==> config.mk <==
export PLATFORM = sky130hd
export DESIGN_NAME = ssx_core
export DESIGN_NICKNAME = d
export VERILOG_FILES = /design/src/ssx_pkg.sv /design/src/ssx_alu_if.sv /design/src/ssx_core.sv /design/src/ssx_alu_unit.sv
export SDC_FILE = /design/constraint.sdc
export NUM_CORES = 2
export LEC_CHECK = 0
export ABC_AREA = 0
export BUFFER_PORTS_ARGS = -buffer_cell sky130_fd_sc_hd__buf_2
export CORE_MARGIN = 3
export CORE_UTILIZATION = 35
export DETAILED_ROUTE_END_ITERATION = 12
export PLACE_DENSITY = 0.51
export SLEW_MARGIN = 20
export SYNTH_ARGS = -nofsm -noshare
export SYNTH_HDL_FRONTEND = slang
export SYNTH_SLANG_ARGS = --single-unit
==> constraint.sdc <==
create_clock -name CLK_SYS_IN -period 7.42 [get_ports CLK_SYS_IN]
set_input_delay 1.855 -clock CLK_SYS_IN [delete_from_list [all_inputs] [get_ports CLK_SYS_IN]]
set_output_delay 1.855 -clock CLK_SYS_IN [all_outputs]
set_load 0.1 [all_outputs]
==> src/ssx_pkg.sv <==
// Package with register map, field layout, reset values and operation codes of the ALU block.
package ssx_pkg;

  // ****************************************************************
  // Bus geometry and register offsets
  // ****************************************************************
  localparam int ADDR_W = 12;
  localparam logic [11:0] OFS_CMD = 12'h000;
  localparam logic [11:0] OFS_ACC = 12'h004;
  localparam logic [11:0] OFS_STATUS = 12'h008;
  localparam logic [11:0] OFS_DIR = 12'h00c;
  localparam logic [11:0] OFS_WDOG = 12'h010;
  localparam logic [11:0] OFS_CTRL = 12'h014;
  localparam logic [11:0] OFS_FILE_BASE = 12'h200;

  // ****************************************************************
  // Field layout
  // ****************************************************************
  localparam int CMD_OP_LSB = 0;
  localparam int CMD_DEST_BIT = 4;
  localparam int CMD_FILE_LSB = 8;
  localparam int CMD_LIT_LSB = 16;
  localparam int FILE_W = 7;
  localparam int ST_CARRY = 0;
  localparam int ST_HALF = 1;
  localparam int ST_ZERO = 2;
  localparam int ST_SLEEPF = 3;
  localparam int ST_TIMEOUT = 4;
  localparam int CTRL_WAKE_BIT = 0;
  localparam logic [6:0] DIR_SEL_A = 7'h05;
  localparam logic [6:0] DIR_SEL_B = 7'h06;
  localparam logic [6:0] DIR_SEL_C = 7'h07;

  // ****************************************************************
  // Reset values and timing counts
  // ****************************************************************
  localparam logic RST_TIMEOUT = 1'b1;
  localparam logic RST_SLEEPF = 1'b1;
  localparam logic [7:0] WDOG_CLEAR = 8'h00;
  localparam logic [7:0] PRESCALE_LAST_DEF = 8'hff;

  // ****************************************************************
  // Operation codes
  // ****************************************************************
  typedef enum logic [3:0] {
    OP_NOP = 4'h0,
    OP_LITERAL_MINUS_ACC = 4'h1,
    OP_FILE_MINUS_ACC = 4'h2,
    OP_FILE_MINUS_ACC_BORROW = 4'h3,
    OP_NIBBLE_EXCHANGE = 4'h4,
    OP_DIRECTION_LOAD = 4'h5,
    OP_LITERAL_XOR = 4'h6,
    OP_REGISTER_XOR = 4'h7,
    OP_SLEEP = 4'h8
  } ssx_op_t;

endpackage : ssx_pkg

==> src/ssx_alu_if.sv <==
// Interface between the sequencing logic and the combinational ALU.
`timescale 1ns/10ps
interface ssx_alu_if;
  ssx_pkg::ssx_op_t op;
  logic [7:0] acc_val;
  logic [7:0] opnd_val;
  logic carry_in;
  logic [7:0] result;
  logic carry_out;
  logic half_out;
  logic zero_out;

  modport seq (output op, output acc_val, output opnd_val, output carry_in,
               input result, input carry_out, input half_out, input zero_out);
  modport alu (input op, input acc_val, input opnd_val, input carry_in,
               output result, output carry_out, output half_out, output zero_out);
endinterface : ssx_alu_if

==> src/ssx_core.sv <==
// Wishbone slave that executes subtract, swap, direction, xor and sleep operations.
`timescale 1ns/10ps

// Summary of operation
// - The literal minus accumulator operation puts literal minus accumulator into the accumulator and updates carry, half and zero.
// - The file minus accumulator operation computes register minus accumulator and sends it to the accumulator for destination 0 or the register for 1.
// - Each subtraction without borrow clears carry if the accumulator exceeds the operand and half if its low nibble exceeds the operand's, else sets them.
// - The borrow subtraction computes register minus accumulator minus inverted carry to the selected destination and updates carry, half and zero.
// - Sleep clears the watchdog counter and its prescaler and on the same edge stops command execution with the oscillator request raised.
// - Sleep sets the timeout status bit, clears the sleep flag and leaves every other flag alone.
// - The nibble exchange swaps the two nibbles of a register into the selected destination without touching any flag.
// - The direction load copies the accumulator into port A, B or C direction for operand 5, 6 or 7 and changes no flag.
// - The literal xor puts accumulator xor literal into the accumulator and updates only the zero flag.
// - The register xor puts accumulator xor register into the selected destination and updates only the zero flag.
module ssx_core #(
  parameter int DEPTH = 128,
  parameter logic [7:0] PRESCALE_LAST = ssx_pkg::PRESCALE_LAST_DEF
) (
  input wire logic CLK_SYS_IN,
  input wire logic RESET_IN,
  input wire logic WB_CYC_IN,
  input wire logic WB_STB_IN,
  input wire logic WB_WE_IN,
  input wire logic [11:0] WB_ADR_IN,
  input wire logic [3:0] WB_SEL_IN,
  input wire logic [31:0] WB_DAT_IN,
  output logic [31:0] WB_DAT_OUT,
  output logic WB_ACK_OUT,
  output logic [7:0] PORT_A_DIR_OUT,
  output logic [7:0] PORT_B_DIR_OUT,
  output logic [7:0] PORT_C_DIR_OUT,
  output logic SLEEP_OUT
);

  // ****************************************************************
  // State
  // ****************************************************************
  localparam int AW = ssx_pkg::ADDR_W;
  localparam int IDX_W = $clog2(DEPTH);
  localparam logic [11:0] FILE_SPAN = AW'(4 * DEPTH);

  typedef struct packed {
    logic [7:0] acc;
    logic carry;
    logic half;
    logic zero;
    logic timeout;
    logic sleepf;
    logic asleep;
    logic [7:0] dir_a;
    logic [7:0] dir_b;
    logic [7:0] dir_c;
    logic [7:0] wdog_cnt;
    logic [7:0] presc;
    logic [31:0] cmd;
    logic pending;
    logic ack;
    logic [31:0] rdata;
    logic [DEPTH-1:0][7:0] file;
  } ssx_state_t;

  ssx_state_t r_reg;
  ssx_state_t r_next;

  // Byte lanes not selected keep their old contents.
  function automatic logic [31:0] ssx_merge(input logic [31:0] old_w, input logic [31:0] new_w,
                                            input logic [3:0] sel);
    logic [31:0] w;
    w = old_w;
    for (int i = 0; i < 4; i++) begin
      if (sel[i]) begin
        w[8*i +: 8] = new_w[8*i +: 8];
      end
    end
    ssx_merge = w;
  endfunction : ssx_merge

  // ****************************************************************
  // Command decode and ALU hookup
  // ****************************************************************
  ssx_alu_if alu_bus();

  ssx_alu_unit u_alu (
    .bus(alu_bus.alu)
  );

  ssx_pkg::ssx_op_t op;
  logic dest;
  logic [6:0] fsel;
  logic [7:0] lit;
  logic f_ok;
  logic [IDX_W-1:0] fidx;
  logic [7:0] f_val;
  logic exec;
  logic lit_op;

  assign op = ssx_pkg::ssx_op_t'(r_reg.cmd[ssx_pkg::CMD_OP_LSB +: 4]);
  assign dest = r_reg.cmd[ssx_pkg::CMD_DEST_BIT];
  assign fsel = r_reg.cmd[ssx_pkg::CMD_FILE_LSB +: ssx_pkg::FILE_W];
  assign lit = r_reg.cmd[ssx_pkg::CMD_LIT_LSB +: 8];
  assign f_ok = int'(fsel) < DEPTH;
  assign fidx = fsel[IDX_W-1:0];
  assign f_val = f_ok ? r_reg.file[fidx] : 8'h00;
  // No command runs while asleep because the oscillator is considered stopped.
  assign exec = r_reg.pending & ~r_reg.asleep;
  assign lit_op = (op == ssx_pkg::OP_LITERAL_MINUS_ACC) || (op == ssx_pkg::OP_LITERAL_XOR);

  assign alu_bus.op = op;
  assign alu_bus.acc_val = r_reg.acc;
  assign alu_bus.opnd_val = lit_op ? lit : f_val;
  assign alu_bus.carry_in = r_reg.carry;

  // ****************************************************************
  // Bus decode
  // ****************************************************************
  logic bus_req;
  logic [11:0] file_off;
  logic in_file;
  logic [IDX_W-1:0] bus_idx;
  logic [31:0] rd_word;

  assign bus_req = WB_CYC_IN & WB_STB_IN;
  assign file_off = WB_ADR_IN - ssx_pkg::OFS_FILE_BASE;
  assign in_file = (WB_ADR_IN >= ssx_pkg::OFS_FILE_BASE) && (file_off < FILE_SPAN);
  assign bus_idx = file_off[IDX_W+1:2];

  always_comb begin
    rd_word = 32'h0000_0000;
    if (in_file) begin
      rd_word[7:0] = r_reg.file[bus_idx];
    end else begin
      unique case (WB_ADR_IN)
        ssx_pkg::OFS_CMD: rd_word = r_reg.cmd;
        ssx_pkg::OFS_ACC: rd_word[7:0] = r_reg.acc;
        ssx_pkg::OFS_STATUS: begin
          rd_word[ssx_pkg::ST_CARRY] = r_reg.carry;
          rd_word[ssx_pkg::ST_HALF] = r_reg.half;
          rd_word[ssx_pkg::ST_ZERO] = r_reg.zero;
          rd_word[ssx_pkg::ST_SLEEPF] = r_reg.sleepf;
          rd_word[ssx_pkg::ST_TIMEOUT] = r_reg.timeout;
        end
        ssx_pkg::OFS_DIR: rd_word[23:0] = {r_reg.dir_c, r_reg.dir_b, r_reg.dir_a};
        ssx_pkg::OFS_WDOG: rd_word[15:0] = {r_reg.presc, r_reg.wdog_cnt};
        ssx_pkg::OFS_CTRL: rd_word[ssx_pkg::CTRL_WAKE_BIT] = r_reg.asleep;
        default: rd_word = 32'h0000_0000;
      endcase
    end
  end

  // ****************************************************************
  // Next state
  // ****************************************************************
  always_comb begin
    r_next = r_reg;
    // The one-shot clear comes first so that a new command in the same cycle wins.
    if (r_reg.pending) begin
      r_next.pending = 1'b0;
    end
    // Ack follows the request by one cycle and drops after one cycle.
    r_next.ack = bus_req & ~r_reg.ack;
    if (bus_req & ~r_reg.ack) begin
      r_next.rdata = rd_word;
    end
    // A write takes effect on the edge at which the master sees ack.
    if (bus_req & r_reg.ack & WB_WE_IN) begin
      if (in_file) begin
        if (WB_SEL_IN[0]) begin
          r_next.file[bus_idx] = WB_DAT_IN[7:0];
        end
      end else begin
        unique case (WB_ADR_IN)
          ssx_pkg::OFS_CMD: begin
            r_next.cmd = ssx_merge(r_reg.cmd, WB_DAT_IN, WB_SEL_IN);
            // Commands that arrive during sleep are dropped, not queued.
            r_next.pending = ~r_reg.asleep;
          end
          ssx_pkg::OFS_ACC: begin
            if (WB_SEL_IN[0]) begin
              r_next.acc = WB_DAT_IN[7:0];
            end
          end
          ssx_pkg::OFS_STATUS: begin
            if (WB_SEL_IN[0]) begin
              r_next.carry = WB_DAT_IN[ssx_pkg::ST_CARRY];
              r_next.half = WB_DAT_IN[ssx_pkg::ST_HALF];
              r_next.zero = WB_DAT_IN[ssx_pkg::ST_ZERO];
            end
          end
          ssx_pkg::OFS_CTRL: begin
            if (WB_SEL_IN[0] & WB_DAT_IN[ssx_pkg::CTRL_WAKE_BIT]) begin
              r_next.asleep = 1'b0;
            end
          end
          default: begin
          end
        endcase
      end
    end
    // Free-running watchdog time base.
    if (r_reg.presc == PRESCALE_LAST) begin
      r_next.presc = 8'h00;
      r_next.wdog_cnt = r_reg.wdog_cnt + 8'h01;
    end else begin
      r_next.presc = r_reg.presc + 8'h01;
    end
    if (exec) begin
      unique case (op)
        ssx_pkg::OP_LITERAL_MINUS_ACC: begin
          r_next.acc = alu_bus.result;
          r_next.carry = alu_bus.carry_out;
          r_next.half = alu_bus.half_out;
          r_next.zero = alu_bus.zero_out;
        end
        ssx_pkg::OP_FILE_MINUS_ACC,
        ssx_pkg::OP_FILE_MINUS_ACC_BORROW: begin
          if (!dest) begin
            r_next.acc = alu_bus.result;
          end else if (f_ok) begin
            r_next.file[fidx] = alu_bus.result;
          end
          r_next.carry = alu_bus.carry_out;
          r_next.half = alu_bus.half_out;
          r_next.zero = alu_bus.zero_out;
        end
        ssx_pkg::OP_NIBBLE_EXCHANGE,
        ssx_pkg::OP_REGISTER_XOR: begin
          if (!dest) begin
            r_next.acc = alu_bus.result;
          end else if (f_ok) begin
            r_next.file[fidx] = alu_bus.result;
          end
          if (op == ssx_pkg::OP_REGISTER_XOR) begin
            r_next.zero = alu_bus.zero_out;
          end
        end
        ssx_pkg::OP_DIRECTION_LOAD: begin
          // Operands outside 5 to 7 select no direction register and do nothing.
          if (fsel == ssx_pkg::DIR_SEL_A) begin
            r_next.dir_a = alu_bus.result;
          end else if (fsel == ssx_pkg::DIR_SEL_B) begin
            r_next.dir_b = alu_bus.result;
          end else if (fsel == ssx_pkg::DIR_SEL_C) begin
            r_next.dir_c = alu_bus.result;
          end
        end
        ssx_pkg::OP_LITERAL_XOR: begin
          r_next.acc = alu_bus.result;
          r_next.zero = alu_bus.zero_out;
        end
        ssx_pkg::OP_SLEEP: begin
          r_next.wdog_cnt = ssx_pkg::WDOG_CLEAR;
          r_next.presc = 8'h00;
          r_next.asleep = 1'b1;
          r_next.timeout = 1'b1;
          r_next.sleepf = 1'b0;
        end
        default: begin
        end
      endcase
    end
  end

  always_ff @(posedge CLK_SYS_IN) begin
    if (RESET_IN) begin
      r_reg <= '0;
      r_reg.timeout <= ssx_pkg::RST_TIMEOUT;
      r_reg.sleepf <= ssx_pkg::RST_SLEEPF;
    end else begin
      r_reg <= r_next;
    end
  end

  assign WB_ACK_OUT = r_reg.ack;
  assign WB_DAT_OUT = r_reg.rdata;
  assign PORT_A_DIR_OUT = r_reg.dir_a;
  assign PORT_B_DIR_OUT = r_reg.dir_b;
  assign PORT_C_DIR_OUT = r_reg.dir_c;
  assign SLEEP_OUT = r_reg.asleep;

  // ****************************************************************
  // Checks
  // ****************************************************************
  logic [7:0] h_lit_diff;
  logic [7:0] h_file_diff;
  logic [7:0] h_borrow_diff;
  logic [7:0] h_swapped;
  logic [7:0] h_lit_xor;
  logic [7:0] h_file_xor;
  logic h_le;
  logic h_lo_le;

  assign h_lit_diff = lit - r_reg.acc;
  assign h_file_diff = f_val - r_reg.acc;
  assign h_borrow_diff = f_val - r_reg.acc - {7'h00, ~r_reg.carry};
  assign h_swapped = {f_val[3:0], f_val[7:4]};
  assign h_lit_xor = lit ^ r_reg.acc;
  assign h_file_xor = f_val ^ r_reg.acc;
  assign h_le = r_reg.acc <= alu_bus.opnd_val;
  assign h_lo_le = r_reg.acc[3:0] <= alu_bus.opnd_val[3:0];
endmodule : ssx_core

==> src/ssx_alu_unit.sv <==
// Combinational ALU for the subtract, swap, xor and direction operations.
`timescale 1ns/10ps
module ssx_alu_unit (
  ssx_alu_if.alu bus
);

  // A nibble subtract as x plus inverted y plus carry, so the carry out is the inverse borrow.
  function automatic logic [4:0] ssx_nib_sub(input logic [3:0] x, input logic [3:0] y,
                                             input logic cin);
    ssx_nib_sub = {1'b0, x} + {1'b0, ~y} + {4'h0, cin};
  endfunction : ssx_nib_sub

  logic cin_eff;
  logic [4:0] lo;
  logic [4:0] hi;

  always_comb begin
    cin_eff = (bus.op == ssx_pkg::OP_FILE_MINUS_ACC_BORROW) ? bus.carry_in : 1'b1;
    lo = ssx_nib_sub(bus.opnd_val[3:0], bus.acc_val[3:0], cin_eff);
    hi = ssx_nib_sub(bus.opnd_val[7:4], bus.acc_val[7:4], lo[4]);
    bus.carry_out = hi[4];
    bus.half_out = lo[4];
    unique case (bus.op)
      ssx_pkg::OP_LITERAL_MINUS_ACC,
      ssx_pkg::OP_FILE_MINUS_ACC,
      ssx_pkg::OP_FILE_MINUS_ACC_BORROW: begin
        bus.result = {hi[3:0], lo[3:0]};
      end
      ssx_pkg::OP_NIBBLE_EXCHANGE: begin
        bus.result = {bus.opnd_val[3:0], bus.opnd_val[7:4]};
      end
      ssx_pkg::OP_LITERAL_XOR,
      ssx_pkg::OP_REGISTER_XOR: begin
        bus.result = bus.acc_val ^ bus.opnd_val;
      end
      ssx_pkg::OP_DIRECTION_LOAD: begin
        bus.result = bus.acc_val;
      end
      default: begin
        bus.result = 8'h00;
      end
    endcase
    bus.zero_out = (bus.result == 8'h00);
  end

endmodule : ssx_alu_unit

### Word-level counts from Yosys, hierarchy flattened

Index checks and enable logic that the tools add are counted.

| operators by class | value |
|---|---|
| bitwise operators | 16 |
| $lt $le $gt $ge | 6 |
| add/sub/neg operators | 7 |
| divide/modulo/power cells | 0 |
| $mul | 0 |
| shifts and indexed selects | 0 |
| reductions and logical operators | 21 |
| equal/unequal tests | 17 |
| multiplexer cells | 53 |

Operators with widths:

| cell | count |
|---|---|
| 1024-bit 2-to-1 mux | 6 |
| 1024-bit bitwise mux | 2 |
| 8-bit 2-to-1 mux | 16 |
| 8-bit binary-select mux with 7-bit select | 2 |
| 8-bit demux with 7-bit select | 2 |
| 54-bit 2-to-1 mux | 1 |
| 24-bit 2-to-1 mux | 2 |
| 16-bit 2-to-1 mux | 2 |
| 8-bit one-hot mux with 2 select lines | 2 |
| 8-bit one-hot mux with 4 select lines | 1 |
| 12-bit by 4-bit == test with 1-bit output, second input constant | 2 |
| 12-bit by 5-bit == test with 1-bit output, second input constant | 2 |
| 8-bit one-hot mux with 3 select lines | 1 |
| 11-bit 2-to-1 mux | 2 |
| 7-bit by 3-bit == test with 1-bit output, second input constant | 3 |
| 4-bit one-hot mux with 5 select lines | 1 |
| 4-bit AND reduction | 5 |
| 8-bit by 1-bit adder with 8-bit output, second input constant | 2 |
| 4-bit by 3-bit == test with 1-bit output, second input constant | 4 |
| 7-bit by 8-bit less-than comparator with 1-bit output, second input constant | 2 |
| 7-bit by 1-bit greater-or-equal comparator with 1-bit output, second input constant | 2 |
| 12-bit by 3-bit == test with 1-bit output, second input constant | 1 |
| 12-bit by 10-bit greater-or-equal comparator with 1-bit output, second input constant | 1 |
| 12-bit logical NOT | 1 |
| other kinds (27) | 55 |

| storage, ports and cells | value |
|---|---|
| input bits | 53 |
| memories | 0 |
| memory bits (writable) | 0 |
| word-level logic and storage cells | 266 |
| flip-flop bits (word level) | 1143 |
| output and inout bits | 58 |
| latch bits | 0 |
| ROM bits | 0 |

### Longest topological paths before layout

| depth | value |
|---|---|
| depth in word-level cells | 13 |
| depth in mapped cells | 25 |
| mapped depth without buffers | 18 |

### Hierarchy

A second synthesis with hierarchy kept.

| unflattened totals | value |
|---|---|
| cells, all modules | 8252 |
| area total of the unflattened synthesis | 68231.7 um2 |

Modules (own cells, without submodules):

| module | instances | area an instance (um2) | sequential area each (um2) | cells an instance |
|---|---|---|---|---|
| ssx_core | 1 | 67497.2 | 22881.9 | 8158 |
| ssx_alu_unit | 1 | 734.5 | 0.0 | 94 |

### Worst setup path before layout

No wires, ideal clock.

| timing | value |
|---|---|
| path kind | reg-to-reg |
| start | register r_reg, in the netlist fidx[1] |
| end | register r_reg[165] (netlist name) |
| setup slack | 1945 ps |
| setup time | 134 ps |
| arrival time | 5340 ps |
| stages on the path, launching flop included | 22 |
| data required time | 7286 ps |
| clock period less this slack | 5475 ps |
| cell sequence | dfxtp_1 -> buf_4 -> buf_6 -> mux4_2 -> mux4_2 -> and4_1 -> nor3_1 -> o211ai_1 -> o21a_1 -> fa_1 -> fa_1 -> a21o_1 -> a21o_1 -> fa_1 -> fa_1 -> a22oi_1 -> o21ai_0 -> a311o_1 -> o21ai_2 -> buf_4 -> buf_4 -> a211oi_1 |

| between the ends | value |
|---|---|
| longest elaborated chain between the ends | 11 |

Ends and longest elaborated chain:

| element | line | RTL |
|---|---|---|
| start: declaration | ssx_core.sv:62 | `ssx_state_t r_reg;` |
| start signal: assignment | ssx_core.sv:269 | `r_reg <= r_next;` |
| 8-bit binary-select mux with 7-bit select | ssx_core.sv:103 | `assign f_val = f_ok ? r_reg.file[fidx] : 8'h00;` |
| 8-bit 2-to-1 mux (not written as such) | ssx_core.sv:103 |  |
| 8-bit 2-to-1 mux | ssx_core.sv:110 | `assign alu_bus.opnd_val = lit_op ? lit : f_val;` |
| 4-bit by 4-bit adder with 5-bit output | ssx_alu_unit.sv:10 | `ssx_nib_sub = {1'b0, x} + {1'b0, ~y} + {4'h0, cin};` |
| 5-bit by 1-bit adder with 5-bit output (2 in a row) | ssx_alu_unit.sv:10 |  |
| 8-bit one-hot mux with 4 select lines | ssx_alu_unit.sv:23 | `unique case (bus.op)` |
| 1024-bit bitwise mux * | ssx_core.sv:219, ssx_core.sv:230 |  |
| 1024-bit 2-to-1 mux * | ssx_core.sv:216 | `if (!dest) begin` |
| 1024-bit 2-to-1 mux * | -- |  |
| 1024-bit 2-to-1 mux * | ssx_core.sv:206 | `if (exec) begin` |

Mark *: on every way between the ends. The rest lies on a longest branch, timed or not. The select of a mux whose other input is x is not followed.
A chain may end at the register's enable or synchronous reset.

### Worst setup path in the final report

| timing | value |
|---|---|
| start | register r_reg, in the netlist fidx[0] |
| end | register r_reg[581] (netlist name) |

The elaborated chain is that of the path after synthesis.

==> metrics.yaml <==
placed_cell_area_sq_um: 72500
finalPower_mw: 14.1
cp_num_buf_inv: 5
multi_input_area_sq_um: 42500
critical_path.top_delay_family: "compound AO/OA/AOI/OAI gates"
via_count: 71100
peakVddDrop_mv: 0.245
crit_arrival_ns: 8.09
r2r_setup_slack_ns: -0.01
async_reset_ff_share_pct: 0
relSlewSlack_pct: 7.63
clock_skew_ns: 0.0418
clock-root-buffer: "clkbuf_16"
syn_nets: 7404
period_minus_slack_ns: 7.43
synthCells: 7336
drtPass1Iterations: 8
cts.sinks: 1143
ys_warn_count: 0
largest_reg_flops: 1056
clkLatencyLatePin_ns: 0.86
layout.nets: 7103
io_buffers: 110
core_sq_um: 196000
cts_hold_buf: 0
worstPathRequired_ns: 8.08
ys_ff_latch: 1143
worstSetupPathType: "reg -> reg"
drv_slew: 0
wl_microns: 393000
final.period_utilization_pct: 100
violations: "setup timing"
hold_class: "reg -> reg"
post-place-ws_ns: -0.0927
path_common_cell: "fa_1"
layout-drive-gt1-share_pct: 20.5
status: "finished, violations left"
wl_per_cell_microns: 40.1
initial_utilization_pct: 35.3
worst-path-max-fanout: 24
leakagePower_nw: 25.5
seq_area_frac_synth_pct: 33.1
gr-total-overflow: 0
setup_violations: 3
antenna_found_initial: 46
clock.fmax_ghz: 0.135
slowest_stage: "dfxtp_4"
dieHeight_microns: 450
cts_tree: "done"
worst_slack_ns: -0.0115
drv_cap: 0
clockBufferDepth: 3
drc: 0
dieArea_sq_um: 203000
grt_pass1_wl_microns: 542000
dp_hpwl_microns: 263000
cp-start-kind: "register"
seq_area_sq_um: 22900
syn_to_final_growth_pct: 12.1
avgSynthCellArea_sq_um: 9.42
dieWidth_microns: 450
finalHoldViolations: 0
synth_area_sq_um: 69100
cts_htree_levels: 4
synth_edf_count: 0
crit_path_cell_trace: "buf_4, nor2_4, buf_12, a22oi_1, o22ai_1, o21ai_0, o2111a_1, o211ai_1, buf_4, o21a_1, fa_1, fa_1, a21o_1, a21o_1, fa_1, fa_1, a22oi_1, o21ai_0, a311o_1, o21ai_4, buf_12, buf_12, a211oi_1"
powerDensity_nw_per_um2: 182
postRouteAntennaNets: 0
placementRows: 162
path_clk_slew_ns: 0.06
rsz0062_at_grt: "false"
yosysUniqueCellTypes: 82
ios: 111
synth_flop_cell: "dfxtp_1"
tightestPinTransition_ns: 1.39
grt_pass1_vias: 64500
postLayoutCellArea_sq_um: 77500
fillers: 19200
grt_util_all_layers_pct: 37.2
critPathMaxStageDelay_ns: 0.65
place_congestion: 1.07
cp-end-kind: "register"
cts_made_buffers: 142
avgViaCountPerCell: 7.25
grt_max_degree: 202
drtIter0Drc: 11800
[cells in the mapped netlist (33+ instances only)]
| cell type | instances | area share, % |
|---|---|---|
| buf_1 | 36 | 0.20 |
| nor2_1 | 561 | 3.0 |
| a21o_1 | 58 | 0.63 |
| mux4_2 | 398 | 13 |
| buf_2 | 160 | 1.2 |
| a211oi_1 | 1553 | 17 |
| o21ai_0 | 73 | 0.53 |
| a22oi_1 | 91 | 0.99 |
| nand2_1 | 395 | 2.1 |
| and3_1 | 369 | 3.3 |
| a221oi_1 | 316 | 4.0 |
| clkbuf_1 | 572 | 3.1 |
| a21oi_1 | 277 | 2.0 |
| and2_1 | 111 | 1.0 |
| o22ai_1 | 35 | 0.32 |
| nor2b_1 | 173 | 1.6 |
| dfxtp_1 | 1143 | 33 |
| buf_4 | 109 | 1.2 |
| nand3_1 | 53 | 0.38 |
| buf_6 | 33 | 0.54 |
| mux2i_1 | 176 | 2.5 |
| nor3_1 | 53 | 0.38 |
| mux2_2 | 220 | 3.6 |
[placed cells by master (no fill, tap or decap), types with 13 or more instances in the layout]
master,Yosys,layout
a211oi_1,1553,1553
a21o_1,58,58
a21oi_1,277,275
a221o_1,30,30
a221oi_1,316,314
a222oi_1,19,19
a22oi_1,91,91
a31oi_1,15,15
and2_1,111,107
and3_1,369,368
buf_12,0,51
buf_2,160,97
buf_4,109,311
clkbuf_1,572,36
clkbuf_16,0,147
clkbuf_8,0,29
clkinv_2,0,17
dfxtp_1,1143,1138
diode_2,0,43
inv_1,19,17
mux2_2,220,220
mux2i_1,176,176
mux4_2,398,398
nand2_1,395,388
nand2b_1,27,27
nand3_1,53,50
nand4_1,23,23
nor2_1,561,502
nor2_2,1,50
nor2b_1,173,167
nor3_1,53,29
nor3_2,0,18
o21ai_0,73,72
o22ai_1,35,34
o2bb2ai_1,25,25
or2_2,14,13
[layout make-up]
cell class / instances / area share, %
antenna: 43 / 0.139
clock buffer: 212 / 5.43
clock inverter: 38 / 0.662
inverter: 21 / 0.103
multi-input combinational: 5261 / 54.8
sequential: 1143 / 29.5
tap: 2624 / 4.24
timing repair buffer: 466 / 5.07
[worst paths after layout]
check,startpoint,endpoint,depth (start not counted)
max,fidx[0],r_reg[581],23
min,WB_DAT_OUT[11],WB_DAT_OUT[11],2
max reg2reg,fidx[0],r_reg[581],23
min reg2reg,WB_DAT_OUT[11],WB_DAT_OUT[11],2
[cells by family (layout without fill, tap and decap cells)]
group	after synthesis	after routing	share of synthesized area (%)
compound gates	2590	2590	27.7
simple gates	1845	1845	13.2
flops	1143	1143	33.1
buf+inv	932	737	6.30
mux	795	795	19.1
xor+xnor	16	16	0.203
fa+ha+maj	15	15	0.315
other cells	0	43	0
[worst min-delay path, delay by kind of cell, from the launching register on]
kind	cells	cell delay, ns
flip-flops	1	0.30
AND/OR/NAND/NOR	1	0.05
AO/OA/AOI/OAI	1	0.05
[what timing repair did]
| item | CTS | global route |
|---|---|---|
| endpoints found under the setup margin | 103 | 137 |
| endpoints found under the hold margin | 0 | 0 |
| gates resized for setup | 1 | 3 |
| setup buffers | 0 | 2 |
[report_power, final]
part | leakage (nW) | internal (mW) | switching (mW) | total [mW]
registers | 9.21 | 6.14 | 0.00344 | 6.14
logic | 14.0 | 0.136 | 0.506 | 0.642
clock network | 2.32 | 4.22 | 3.09 | 7.30
[layer usage]
metal	wire [microns]	vias to the layer above	GRT usage (%)
met1	148000	35500	46.6
met4	31600	21	24.9
met2	160000	5702	51.8
met5	260	-	0
li1	-	28400	-
met3	53600	1512	15.3
[through the flow]
step / setup TNS [ns] / hold slack (ns) / instances / utilization [%]
2_1_floorplan: 0 / 0.423 / 7336 / -
3_3_place_gp: -677.82 / 0.430 / 9511 / 37.0
3_5_place_dp: -4.54 / 0.441 / 9513 / 37.1
4_1_cts: 0 / 0.449 / 9763 / 39.5
5_1_grt: 0 / 0.464 / 9770 / 39.6
6_report: -0.0142 / 0.447 / 9808 / 39.6
Power figures use the tool's default switching activity.
